### src/spbc_pkg.sv
`default_nettype none

// Shared constants for the speech power and bank control block.
package spbc_pkg;

    // ROM geometry for the largest part: 16 Mbit, byte addressed.
    localparam int ADDR_W        = 21;                  // ROM byte address width.
    localparam int PHRASE_W      = 10;                  // Phrase number width inside one bank.
    localparam int GPHRASE_W     = 12;                  // Phrase number width across four banks.
    localparam logic [20:0] ROM_LAST    = 21'h1FFFFF;   // Last ROM byte.
    localparam logic [20:0] HALF_SIZE   = 21'h100000;   // Base of the upper half.
    localparam logic [20:0] HALF_MASK   = 21'h0FFFFF;   // Offset mask inside a half.
    localparam logic [20:0] QUART_MASK  = 21'h07FFFF;   // Offset mask inside a quarter.
    localparam int QUART_SHIFT   = 19;                  // Bit position of the quarter index.

    // Command bytes and fields.
    localparam logic [7:0] PUP_MASK     = 8'hFC;        // Upper six bits of power-up must be zero.
    localparam logic [7:0] POWER_DOWN_CMD_CODE    = 8'h20;        // Power-down command byte.
    localparam logic [7:0] ANALOG_MODE_CMD_CODE   = 8'h04;        // Analog-mode command, first byte.
    localparam int SPEN_BIT      = 1;                   // Speaker enable bit of the analog-mode second byte.

    // Bank-count field encodings.
    localparam logic [1:0] BANKS_ONE    = 2'h0;         // Whole memory.
    localparam logic [1:0] BANKS_TWO    = 2'h1;         // Two halves by the low select pin.

    // Register byte offsets on the bus.
    localparam logic [7:0] REG_CMD      = 8'h00;        // Write: command byte. Read: last command byte.
    localparam logic [7:0] REG_STATUS   = 8'h04;        // Read: power state and flags.
    localparam logic [7:0] REG_ADDR     = 8'h08;        // Read: last resolved ROM address.

    // Status register field positions.
    localparam int ST_STATE_LSB  = 0;                   // Three-bit power state.
    localparam int ST_BANKS_LSB  = 4;                   // Two-bit bank count.
    localparam int ST_SEL_LSB    = 6;                   // Synchronised select pins.
    localparam int ST_READY_BIT  = 8;                   // Command ready flag.
    localparam int ST_BUSY_BIT   = 9;                   // Command busy, active low.
    localparam int ST_AMP_BIT    = 10;                  // Speaker amplifier powered.

    // Timing: times in ns, counts derived at 100 MHz.
    localparam int CLK_MHZ       = 100;                 // Clock rate.
    localparam int T_STAB_NS     = 10000;               // Oscillator stabilisation time.
    localparam int T_CMD_NS      = 1000;                // Command processing time.
    localparam int STAB_CYC      = (T_STAB_NS * CLK_MHZ + 999) / 1000;
    localparam int CMD_CYC       = (T_CMD_NS * CLK_MHZ + 999) / 1000;
    localparam int CNT_W         = 16;                  // Width of the shared timer.

    // Power and command states.
    typedef enum logic [2:0] {
        SPBC_PDOWN  = 3'b000,                           // Power-down.
        SPBC_STAB   = 3'b001,                           // Oscillator stabilising.
        SPBC_WAIT   = 3'b010,                           // Command waiting.
        SPBC_PROC   = 3'b011,                           // Processing an ordinary command.
        SPBC_PDPROC = 3'b100                            // Processing power-down.
    } spbc_state_t;

endpackage : spbc_pkg

`default_nettype wire

### src/spbc_top.sv
// Summary of operation
// Up to four banks of 1024 phrases.
// Host sets bank count before any playback.
// One bank: select pins low map whole ROM.
// Two banks: low select picks ROM half.
// Four banks: both selects pick ROM quarter.
// Power-up byte carries bank count, enters waiting.
// Field 00 whole, 01 halves, 10 quarters.
// Field 11 behaves like four areas.
// Power-up honoured only in power-down state.
// Power-down at reset, pin low, after command.
// Commands during stabilisation are discarded.
// Reset pin low forces power-down immediately.
// Power-up leaves speaker amplifier off.
// Power-down byte honoured only while idle waiting.
// Power-down returns all settings to initial values.
// Host never powers down during playback.
// Host resumes: power-up, analog mode, play.
// After processing time stop regulator and amplifier.
// Power-down holds analog outputs grounded, negative floating.
// Host lowers volumes when mixing clips.
// Ready low while processing; busy low playing.
// ROM address is bank base plus offset.
// Select pins sampled when lookup starts.
//
// The register offsets and register access over AHB-Lite were left to the implementer.
`timescale 1ns/1ps
`default_nettype none

module spbc_top (
    input  wire logic                  clk,               // 100 MHz master clock.
    input  wire logic                  reset_n,           // Asynchronous reset, active low.
    input  wire logic                  hsel,              // Bus slave select.
    input  wire logic [31:0]           haddr,             // Bus address.
    input  wire logic [1:0]            htrans,            // Bus transfer type.
    input  wire logic                  hwrite,            // Bus write.
    input  wire logic [2:0]            hsize,             // Bus transfer size.
    input  wire logic [31:0]           hwdata,            // Bus write data.
    input  wire logic                  hready,            // Bus ready in.
    output logic                       hreadyout,         // Bus ready out.
    output logic                       hresp,             // Bus response.
    output logic [31:0]                hrdata,            // Bus read data.
    input  wire logic                  reset_in_low,      // Reset pin, active low, asynchronous.
    input  wire logic                  bank_select_lo,    // Low bank-select pin.
    input  wire logic                  bank_select_hi,    // High bank-select pin.
    input  wire logic                  playback_active,   // Playback engine is playing.
    input  wire logic                  phrase_req,        // Start of a phrase address lookup.
    input  wire logic [9:0]            phrase_num,        // Phrase number inside the bank.
    input  wire logic [20:0]           phrase_offset,     // Byte offset inside the bank.
    output logic [20:0]                rom_addr,          // Resolved ROM address.
    output logic [11:0]                phrase_global,     // Phrase number across all banks.
    output logic                       rom_addr_valid,    // One-cycle pulse with a new address.
    output logic                       cmd_busy_low,      // Low while a command is processed.
    output logic                       cmd_ready_flag,    // High in the command waiting state.
    output logic                       playback_busy_low, // Low while playback runs.
    output logic                       regulator_on,      // Both regulator outputs powered.
    output logic                       signal_ground_on,  // Signal-ground reference driven.
    output logic                       speaker_pos_drive, // Positive speaker output active.
    output logic                       speaker_neg_out,   // Negative speaker output level.
    output logic                       speaker_neg_oe     // Negative speaker output enable.
);

    // Three-stage synchronisers for the asynchronous pins.
    logic [2:0]                rst_sync_r;            // Reset pin stages.
    logic [2:0]                sello_sync_r;          // Low select stages.
    logic [2:0]                selhi_sync_r;          // High select stages.
    logic                      pin_rst_r;             // Filtered reset pin, high means asserted.
    logic [1:0]                sel_r;                 // Filtered select pins.

    // Control state.
    spbc_pkg::spbc_state_t     state_r;               // Power and command state.
    logic [spbc_pkg::CNT_W-1:0] cnt_r;                // Shared timer.
    logic [1:0]                bank_cnt_r;            // Configured bank count.
    logic                      amp_r;                 // Speaker amplifier enable.
    logic                      analog_mode_cmd_pend_r;          // Second analog-mode byte expected.
    logic [7:0]                last_cmd_r;            // Last command byte written.

    // Bus data-phase state.
    logic                      dp_wr_r;               // Data phase is a write.
    logic [7:0]                dp_addr_r;             // Data phase register offset.

    // Command strobe derived from a bus write to the command register.
    logic                      cmd_valid;             // One-cycle command strobe.
    logic [7:0]                cmd_data;              // Command byte.
    logic                      timer_done;            // Timer reached its end.

    assign cmd_valid  = dp_wr_r && (dp_addr_r == spbc_pkg::REG_CMD);
    assign cmd_data   = hwdata[7:0];
    assign timer_done = (cnt_r == '0);

    // Bring the reset and select pins into the clock domain; a change counts once stages two and three agree.
    always_ff @(posedge clk or negedge reset_n) begin
        if (!reset_n) begin
            rst_sync_r   <= 3'h0;
            sello_sync_r <= 3'h0;
            selhi_sync_r <= 3'h0;
        end else begin
            rst_sync_r   <= {rst_sync_r[1:0], reset_in_low};
            sello_sync_r <= {sello_sync_r[1:0], bank_select_lo};
            selhi_sync_r <= {selhi_sync_r[1:0], bank_select_hi};
        end
    end

    // Update the filtered levels only when the last two stages agree.
    always_ff @(posedge clk or negedge reset_n) begin
        if (!reset_n) begin
            pin_rst_r <= 1'b1;
            sel_r     <= 2'h0;
        end else begin
            if (rst_sync_r[2] == rst_sync_r[1]) begin
                pin_rst_r <= ~rst_sync_r[2];
            end
            if (sello_sync_r[2] == sello_sync_r[1]) begin
                sel_r[0] <= sello_sync_r[2];
            end
            if (selhi_sync_r[2] == selhi_sync_r[1]) begin
                sel_r[1] <= selhi_sync_r[2];
            end
        end
    end

    // Power state machine with its timer and configuration.
    always_ff @(posedge clk or negedge reset_n) begin
        if (!reset_n) begin
            state_r      <= spbc_pkg::SPBC_PDOWN;
            cnt_r        <= '0;
            bank_cnt_r   <= spbc_pkg::BANKS_ONE;
            amp_r        <= 1'b0;
            analog_mode_cmd_pend_r <= 1'b0;
        end else if (pin_rst_r) begin
            // The reset pin wins over everything, stabilisation included.
            state_r      <= spbc_pkg::SPBC_PDOWN;
            cnt_r        <= '0;
            bank_cnt_r   <= spbc_pkg::BANKS_ONE;
            amp_r        <= 1'b0;
            analog_mode_cmd_pend_r <= 1'b0;
        end else begin
            case (state_r)
                spbc_pkg::SPBC_PDOWN: begin
                    // Only a power-up byte leaves power-down; it keeps the amplifier off.
                    if (cmd_valid && ((cmd_data & spbc_pkg::PUP_MASK) == 8'h00)) begin
                        state_r    <= spbc_pkg::SPBC_STAB;
                        bank_cnt_r <= cmd_data[1:0];
                        cnt_r      <= spbc_pkg::CNT_W'(spbc_pkg::STAB_CYC - 1);
                    end
                end
                spbc_pkg::SPBC_STAB: begin
                    // Regulator runs while the oscillator settles; commands are dropped.
                    if (timer_done) begin
                        state_r <= spbc_pkg::SPBC_WAIT;
                    end else begin
                        cnt_r <= cnt_r - 1'b1;
                    end
                end
                spbc_pkg::SPBC_WAIT: begin
                    if (cmd_valid && analog_mode_cmd_pend_r) begin
                        // Second analog-mode byte: speaker enable is the only bit kept here.
                        amp_r        <= cmd_data[spbc_pkg::SPEN_BIT];
                        analog_mode_cmd_pend_r <= 1'b0;
                        state_r      <= spbc_pkg::SPBC_PROC;
                        cnt_r        <= spbc_pkg::CNT_W'(spbc_pkg::CMD_CYC - 1);
                    end else if (cmd_valid && (cmd_data == spbc_pkg::POWER_DOWN_CMD_CODE)) begin
                        // Power-down needs both ready and not playing.
                        if (!playback_active) begin
                            state_r <= spbc_pkg::SPBC_PDPROC;
                            cnt_r   <= spbc_pkg::CNT_W'(spbc_pkg::CMD_CYC - 1);
                        end
                    end else if (cmd_valid && ((cmd_data & spbc_pkg::PUP_MASK) == 8'h00)) begin
                        // A power-up byte outside power-down is disregarded.
                        state_r <= spbc_pkg::SPBC_WAIT;
                    end else if (cmd_valid) begin
                        // Any other command occupies the processor for one processing time.
                        analog_mode_cmd_pend_r <= (cmd_data == spbc_pkg::ANALOG_MODE_CMD_CODE);
                        state_r      <= spbc_pkg::SPBC_PROC;
                        cnt_r        <= spbc_pkg::CNT_W'(spbc_pkg::CMD_CYC - 1);
                    end
                end
                spbc_pkg::SPBC_PROC: begin
                    // Bytes arriving during processing are not taken.
                    if (timer_done) begin
                        state_r <= spbc_pkg::SPBC_WAIT;
                    end else begin
                        cnt_r <= cnt_r - 1'b1;
                    end
                end
                spbc_pkg::SPBC_PDPROC: begin
                    // After the processing time all settings return to their initial values.
                    if (timer_done) begin
                        state_r      <= spbc_pkg::SPBC_PDOWN;
                        bank_cnt_r   <= spbc_pkg::BANKS_ONE;
                        amp_r        <= 1'b0;
                        analog_mode_cmd_pend_r <= 1'b0;
                    end else begin
                        cnt_r <= cnt_r - 1'b1;
                    end
                end
                default: begin
                    state_r <= spbc_pkg::SPBC_PDOWN;
                end
            endcase
        end
    end

    // Resolve the phrase address; select pins are sampled at the lookup start only.
    always_ff @(posedge clk or negedge reset_n) begin
        if (!reset_n) begin
            rom_addr       <= 21'h000000;
            phrase_global  <= 12'h000;
            rom_addr_valid <= 1'b0;
        end else begin
            rom_addr_valid <= phrase_req;
            if (phrase_req) begin
                if (bank_cnt_r == spbc_pkg::BANKS_ONE) begin
                    // Whole ROM, select pins ignored.
                    rom_addr      <= phrase_offset & spbc_pkg::ROM_LAST;
                    phrase_global <= {2'h0, phrase_num};
                end else if (bank_cnt_r == spbc_pkg::BANKS_TWO) begin
                    // Low select pin picks the half.
                    rom_addr      <= (sel_r[0] ? spbc_pkg::HALF_SIZE : 21'h000000)
                                     | (phrase_offset & spbc_pkg::HALF_MASK);
                    phrase_global <= {1'b0, sel_r[0], phrase_num};
                end else begin
                    // Both pins pick the quarter; the prohibited code lands here too.
                    rom_addr      <= {sel_r, 19'h00000}
                                     | (phrase_offset & spbc_pkg::QUART_MASK);
                    phrase_global <= {sel_r, phrase_num};
                end
            end
        end
    end

    // Flags and analog controls follow the power state.
    always_comb begin
        cmd_ready_flag    = (state_r == spbc_pkg::SPBC_WAIT);
        cmd_busy_low      = !((state_r == spbc_pkg::SPBC_PROC) ||
                              (state_r == spbc_pkg::SPBC_PDPROC));
        playback_busy_low = !playback_active;
        regulator_on      = !pin_rst_r && (state_r != spbc_pkg::SPBC_PDOWN);
        signal_ground_on  = regulator_on && amp_r;
        speaker_pos_drive = regulator_on && amp_r;
        speaker_neg_out   = 1'b0;
        // The negative output keeps driving through power-down processing and floats with the regulator.
        speaker_neg_oe    = regulator_on && amp_r;
    end

    // Bus address phase: capture the transfer, prepare read data for the data phase.
    always_ff @(posedge clk or negedge reset_n) begin
        if (!reset_n) begin
            dp_wr_r   <= 1'b0;
            dp_addr_r <= 8'h00;
            hrdata    <= 32'h00000000;
        end else if (hready) begin
            dp_wr_r   <= hsel && htrans[1] && hwrite;
            dp_addr_r <= haddr[7:0];
            hrdata    <= 32'h00000000;
            if (hsel && htrans[1] && !hwrite) begin
                case (haddr[7:0])
                    spbc_pkg::REG_CMD: begin
                        hrdata <= {24'h000000, last_cmd_r};
                    end
                    spbc_pkg::REG_STATUS: begin
                        hrdata[spbc_pkg::ST_STATE_LSB +: 3] <= state_r;
                        hrdata[spbc_pkg::ST_BANKS_LSB +: 2] <= bank_cnt_r;
                        hrdata[spbc_pkg::ST_SEL_LSB +: 2]   <= sel_r;
                        hrdata[spbc_pkg::ST_READY_BIT]      <= cmd_ready_flag;
                        hrdata[spbc_pkg::ST_BUSY_BIT]       <= cmd_busy_low;
                        hrdata[spbc_pkg::ST_AMP_BIT]        <= amp_r;
                    end
                    spbc_pkg::REG_ADDR: begin
                        hrdata <= {11'h000, rom_addr};
                    end
                    default: begin
                        hrdata <= 32'h00000000;   // Unmapped offsets read zero.
                    end
                endcase
            end
        end
    end

    // Remember the last command byte for read-back.
    always_ff @(posedge clk or negedge reset_n) begin
        if (!reset_n) begin
            last_cmd_r <= 8'h00;
        end else if (cmd_valid) begin
            last_cmd_r <= cmd_data;
        end
    end

    // The slave never stalls and always answers OKAY.
    assign hreadyout = 1'b1;
    assign hresp     = 1'b0;
endmodule : spbc_top

`default_nettype wire
### config.mk
export PLATFORM = sky130hd
export DESIGN_NAME = spbc_top
export DESIGN_NICKNAME = d
export VERILOG_FILES = /design/src/spbc_pkg.sv /design/src/spbc_top.sv
export SDC_FILE = /design/constraint.sdc
export NUM_CORES = 1
export LEC_CHECK = 0
export BUFFER_PORTS_ARGS = -buffer_cell sky130_fd_sc_hd__buf_2
export CORE_MARGIN = 1
export CORE_UTILIZATION = 45
export CTS_CLUSTER_DIAMETER = 50
export CTS_CLUSTER_SIZE = 30
export DETAILED_ROUTE_END_ITERATION = 10
export PLACE_DENSITY = 0.77
export SLEW_MARGIN = 20
export SYNTH_ARGS = -nofsm -noshare
export SYNTH_HDL_FRONTEND = slang
export SYNTH_SLANG_ARGS = --single-unit
### constraint.sdc
create_clock -name clk -period 2.05 [get_ports clk]
set_input_delay 0 -clock clk [delete_from_list [all_inputs] [get_ports clk]]
set_output_delay 0 -clock clk [all_outputs]
set_load 0.01 [all_outputs]
==> metrics.txt <==
Worst Path Required 2.29 ns; io pins 186; number of global-route vias before repair 4,576; Arrival @ worst endpoint 2.26 ns; Area growth, synth to finish 34.7%; Clock Latency Late Sink 0.35 ns; CP Capture Type flop; Root Buffer Master clkbuf_16; Setup CP Type reg2reg; area post-placement 5980 um2; TNS Setup 0 ns; post-synth design cell area 5110 um2; layout cells sized above 1 36.3%; Least-Margin Pin Slew 0.806 ns; Primary FF master, synth dfrtp_1; Die Ht 109 um; FF-to-FF path depth 8; maximum clock rate 496 MHz; Placeable Area 10,900 um2; global placer's final weighted congestion 0.878; Worst Hold Class in2reg; clock-pin slew on the worst setup and hold paths 0.08 ns; crit-path cells inv_2, ha_4, nor4b_4, nand4_1, buf_4, o22ai_2, a21oi_2, mux2_2; post-route cell area 6880 um2; DRT iter0 DRCs 293; Hold Slack 0.0824 ns; # fillers 839; Yosys reg bits 107; Multi-input gate area 2250 um2; Synth async-reset ratio 100%; WHS Path Cells 4; CTS Buf Count 9; clock skew 0.0155 ns; Slew Limit Fails 0; pwr dens 926 nW/um2; initial antenna violation count 1; minimum clock period 2.02 ns; CP max FO 3; gate count after technology mapping 480; final WL 14,600 um; placed cell count 746; Avg Inst Size Synth 10.7 um2; Distinct cells, synth 63; count of flip-flops with a built-in enable after synthesis 0; TritonCTS clock tree built; final core utilization 63.0%; Final Setup Violations 0; Tot GR Track Use 25.2%; Final Hold Viols 0; total power draw 6.38 mW; final non-filler cell total 814; vias per std cell 5.62; Crit-path slowest cell dfrtp_1; Max Root-Sink Buffers 2; H-tree Lvls 3; leakage 3.20 nW; Seq/Total Area, Yosys 52.4%; Syn. warnings 0; GRT overflow 0; TritonRoute pass-1 iters 7; Place WS -0.0351 ns; clk sinks 107; Final nets 780; most common cell after layout, fill and taps aside buf_2; first-pass GRT wire length 22,700 um; via count 4,576; max incr delay on CP 0.39 ns; initial core utilization 46.8%; largest net degree at the start of global routing 56; Die Wd 109 um; FF+latch area 2680 um2; drt drc 0; top cell type by total area after synthesis dfrtp_1; run status finished, final reports clean; Routed Antenna Nets 0; ranking of synthesized cells by area dfrtp_1 52%, mux2_2 9.0%, nand2_1 3.3%; Worst setup SP type flop; row cnt 38; Detail Placement HPWL 9050 um; Synth top area share 51.9%; most frequent cells in the layout 118 x buf_2, 106 x dfrtp_1, 50 x dlygate4sd3_1; WL/cell 17.9 um; I/O Buffers 119; VDD IR-drop max 0.441 mV; Final Cycle Share 98.4%; die area 11,800 um2; # Max-Cap Violations 0; PnR worst setup slack 0.0327 ns; max_slew headroom 46.3%
## layout make-up
cell class | count | share of cell area, %
Timing Repair Buffer | 204 | 20.1
Sequential cell | 107 | 38.9
Clock buffer | 11 | 3.53
Antenna cell | 1 | 0.0364
Multi-Input combinational cell | 315 | 32.7
Inverter | 32 | 1.74
Tap cell | 140 | 2.54
Clock inverter | 4 | 0.491
## path summary, 6_finish.rpt
| kind | from | endpoint | slack, ns |
|---|---|---|---|
| max | cnt_r[1] | bank_cnt_r[1] | 0.03 |
| min | phrase_offset[20] | rom_addr[20] | 0.08 |
| max reg2reg | cnt_r[1] | bank_cnt_r[1] | 0.03 |
| min reg2reg | rst_sync_r[0] | rst_sync_r[1] | 0.35 |
| max in group asynchronous | reset_n | state_r[0] | 1.05 |
| min in group asynchronous | reset_n | phrase_global[5] | 0.25 |
## registers in the layout, indices dropped and copies added (netlist names)
name                    cells
hrdata                     21
rom_addr                   21
cnt_r                      16
phrase_global              12
dp_addr_r                   8
last_cmd_r                  8
rst_sync_r                  3
selhi_sync_r                3
sello_sync_r                3
state_r                     3
bank_cnt_r                  2
sel_r                       2
amp_r                       1
analog_mode_cmd_pend_r      1
dp_wr_r                     1
pin_rst_r                   1
rom_addr_valid              1
## cell families after synthesis
group,share of synthesized area (%)
buf+inv,6.71
fa+ha+maj,0.636
mux,11.2
flops,52.4
simple gates,16.0
other cells,0.147
compound gates,12.9
## synth_stat cells, types with 8 or more instances
| master | n |
|---|---|
| a21oi_1 | 18 |
| buf_4 | 17 |
| clkbuf_1 | 14 |
| dfrtp_1 | 106 |
| inv_1 | 32 |
| mux2_2 | 41 |
| mux2i_1 | 11 |
| nand2_1 | 45 |
| nand3_1 | 12 |
| nand4_1 | 8 |
| nor2_1 | 25 |
| nor3_1 | 8 |
| o21ai_0 | 25 |
| o22ai_1 | 11 |
## layer usage
layer / vias to the layer above / part of all wire, % / track usage (%)
met2: 198 / 52 / 43.5
li1: 2066 / - / -
met5: - / 0 / 0
met1: 2267 / 40 / 30.4
met4: 0 / 3.5 / 13.9
met3: 45 / 5.2 / 3.50
## worst max-delay path: cells and delay by family (launching register included)
family / cells / cell delay (ns)
muxes: 1 / 0.28
and+or+nand+nor: 2 / 0.54
buffers and inverters: 2 / 0.32
DFF: 1 / 0.39
AOI/OAI and AO/OA: 2 / 0.24
adders and majority gates: 1 / 0.15
## power breakdown
group / switching [mW] / internal [mW] / leakage, nW
combinational: 1.11 / 0.966 / 1.75
clock: 0.807 / 0.866 / 0.138
sequential: 0.269 / 2.36 / 1.32
total: 2.19 / 4.19 / 3.20
## what timing repair did
item,in CTS,in global routing
endpoints found under the setup margin,17,27
hold buffers,50,0
endpoints found under the hold margin,100,0
buffers inserted,0,2
gates resized for setup,2,23
pin swaps,1,4
gates cloned,0,0
Power figures use the tool's default switching activity.
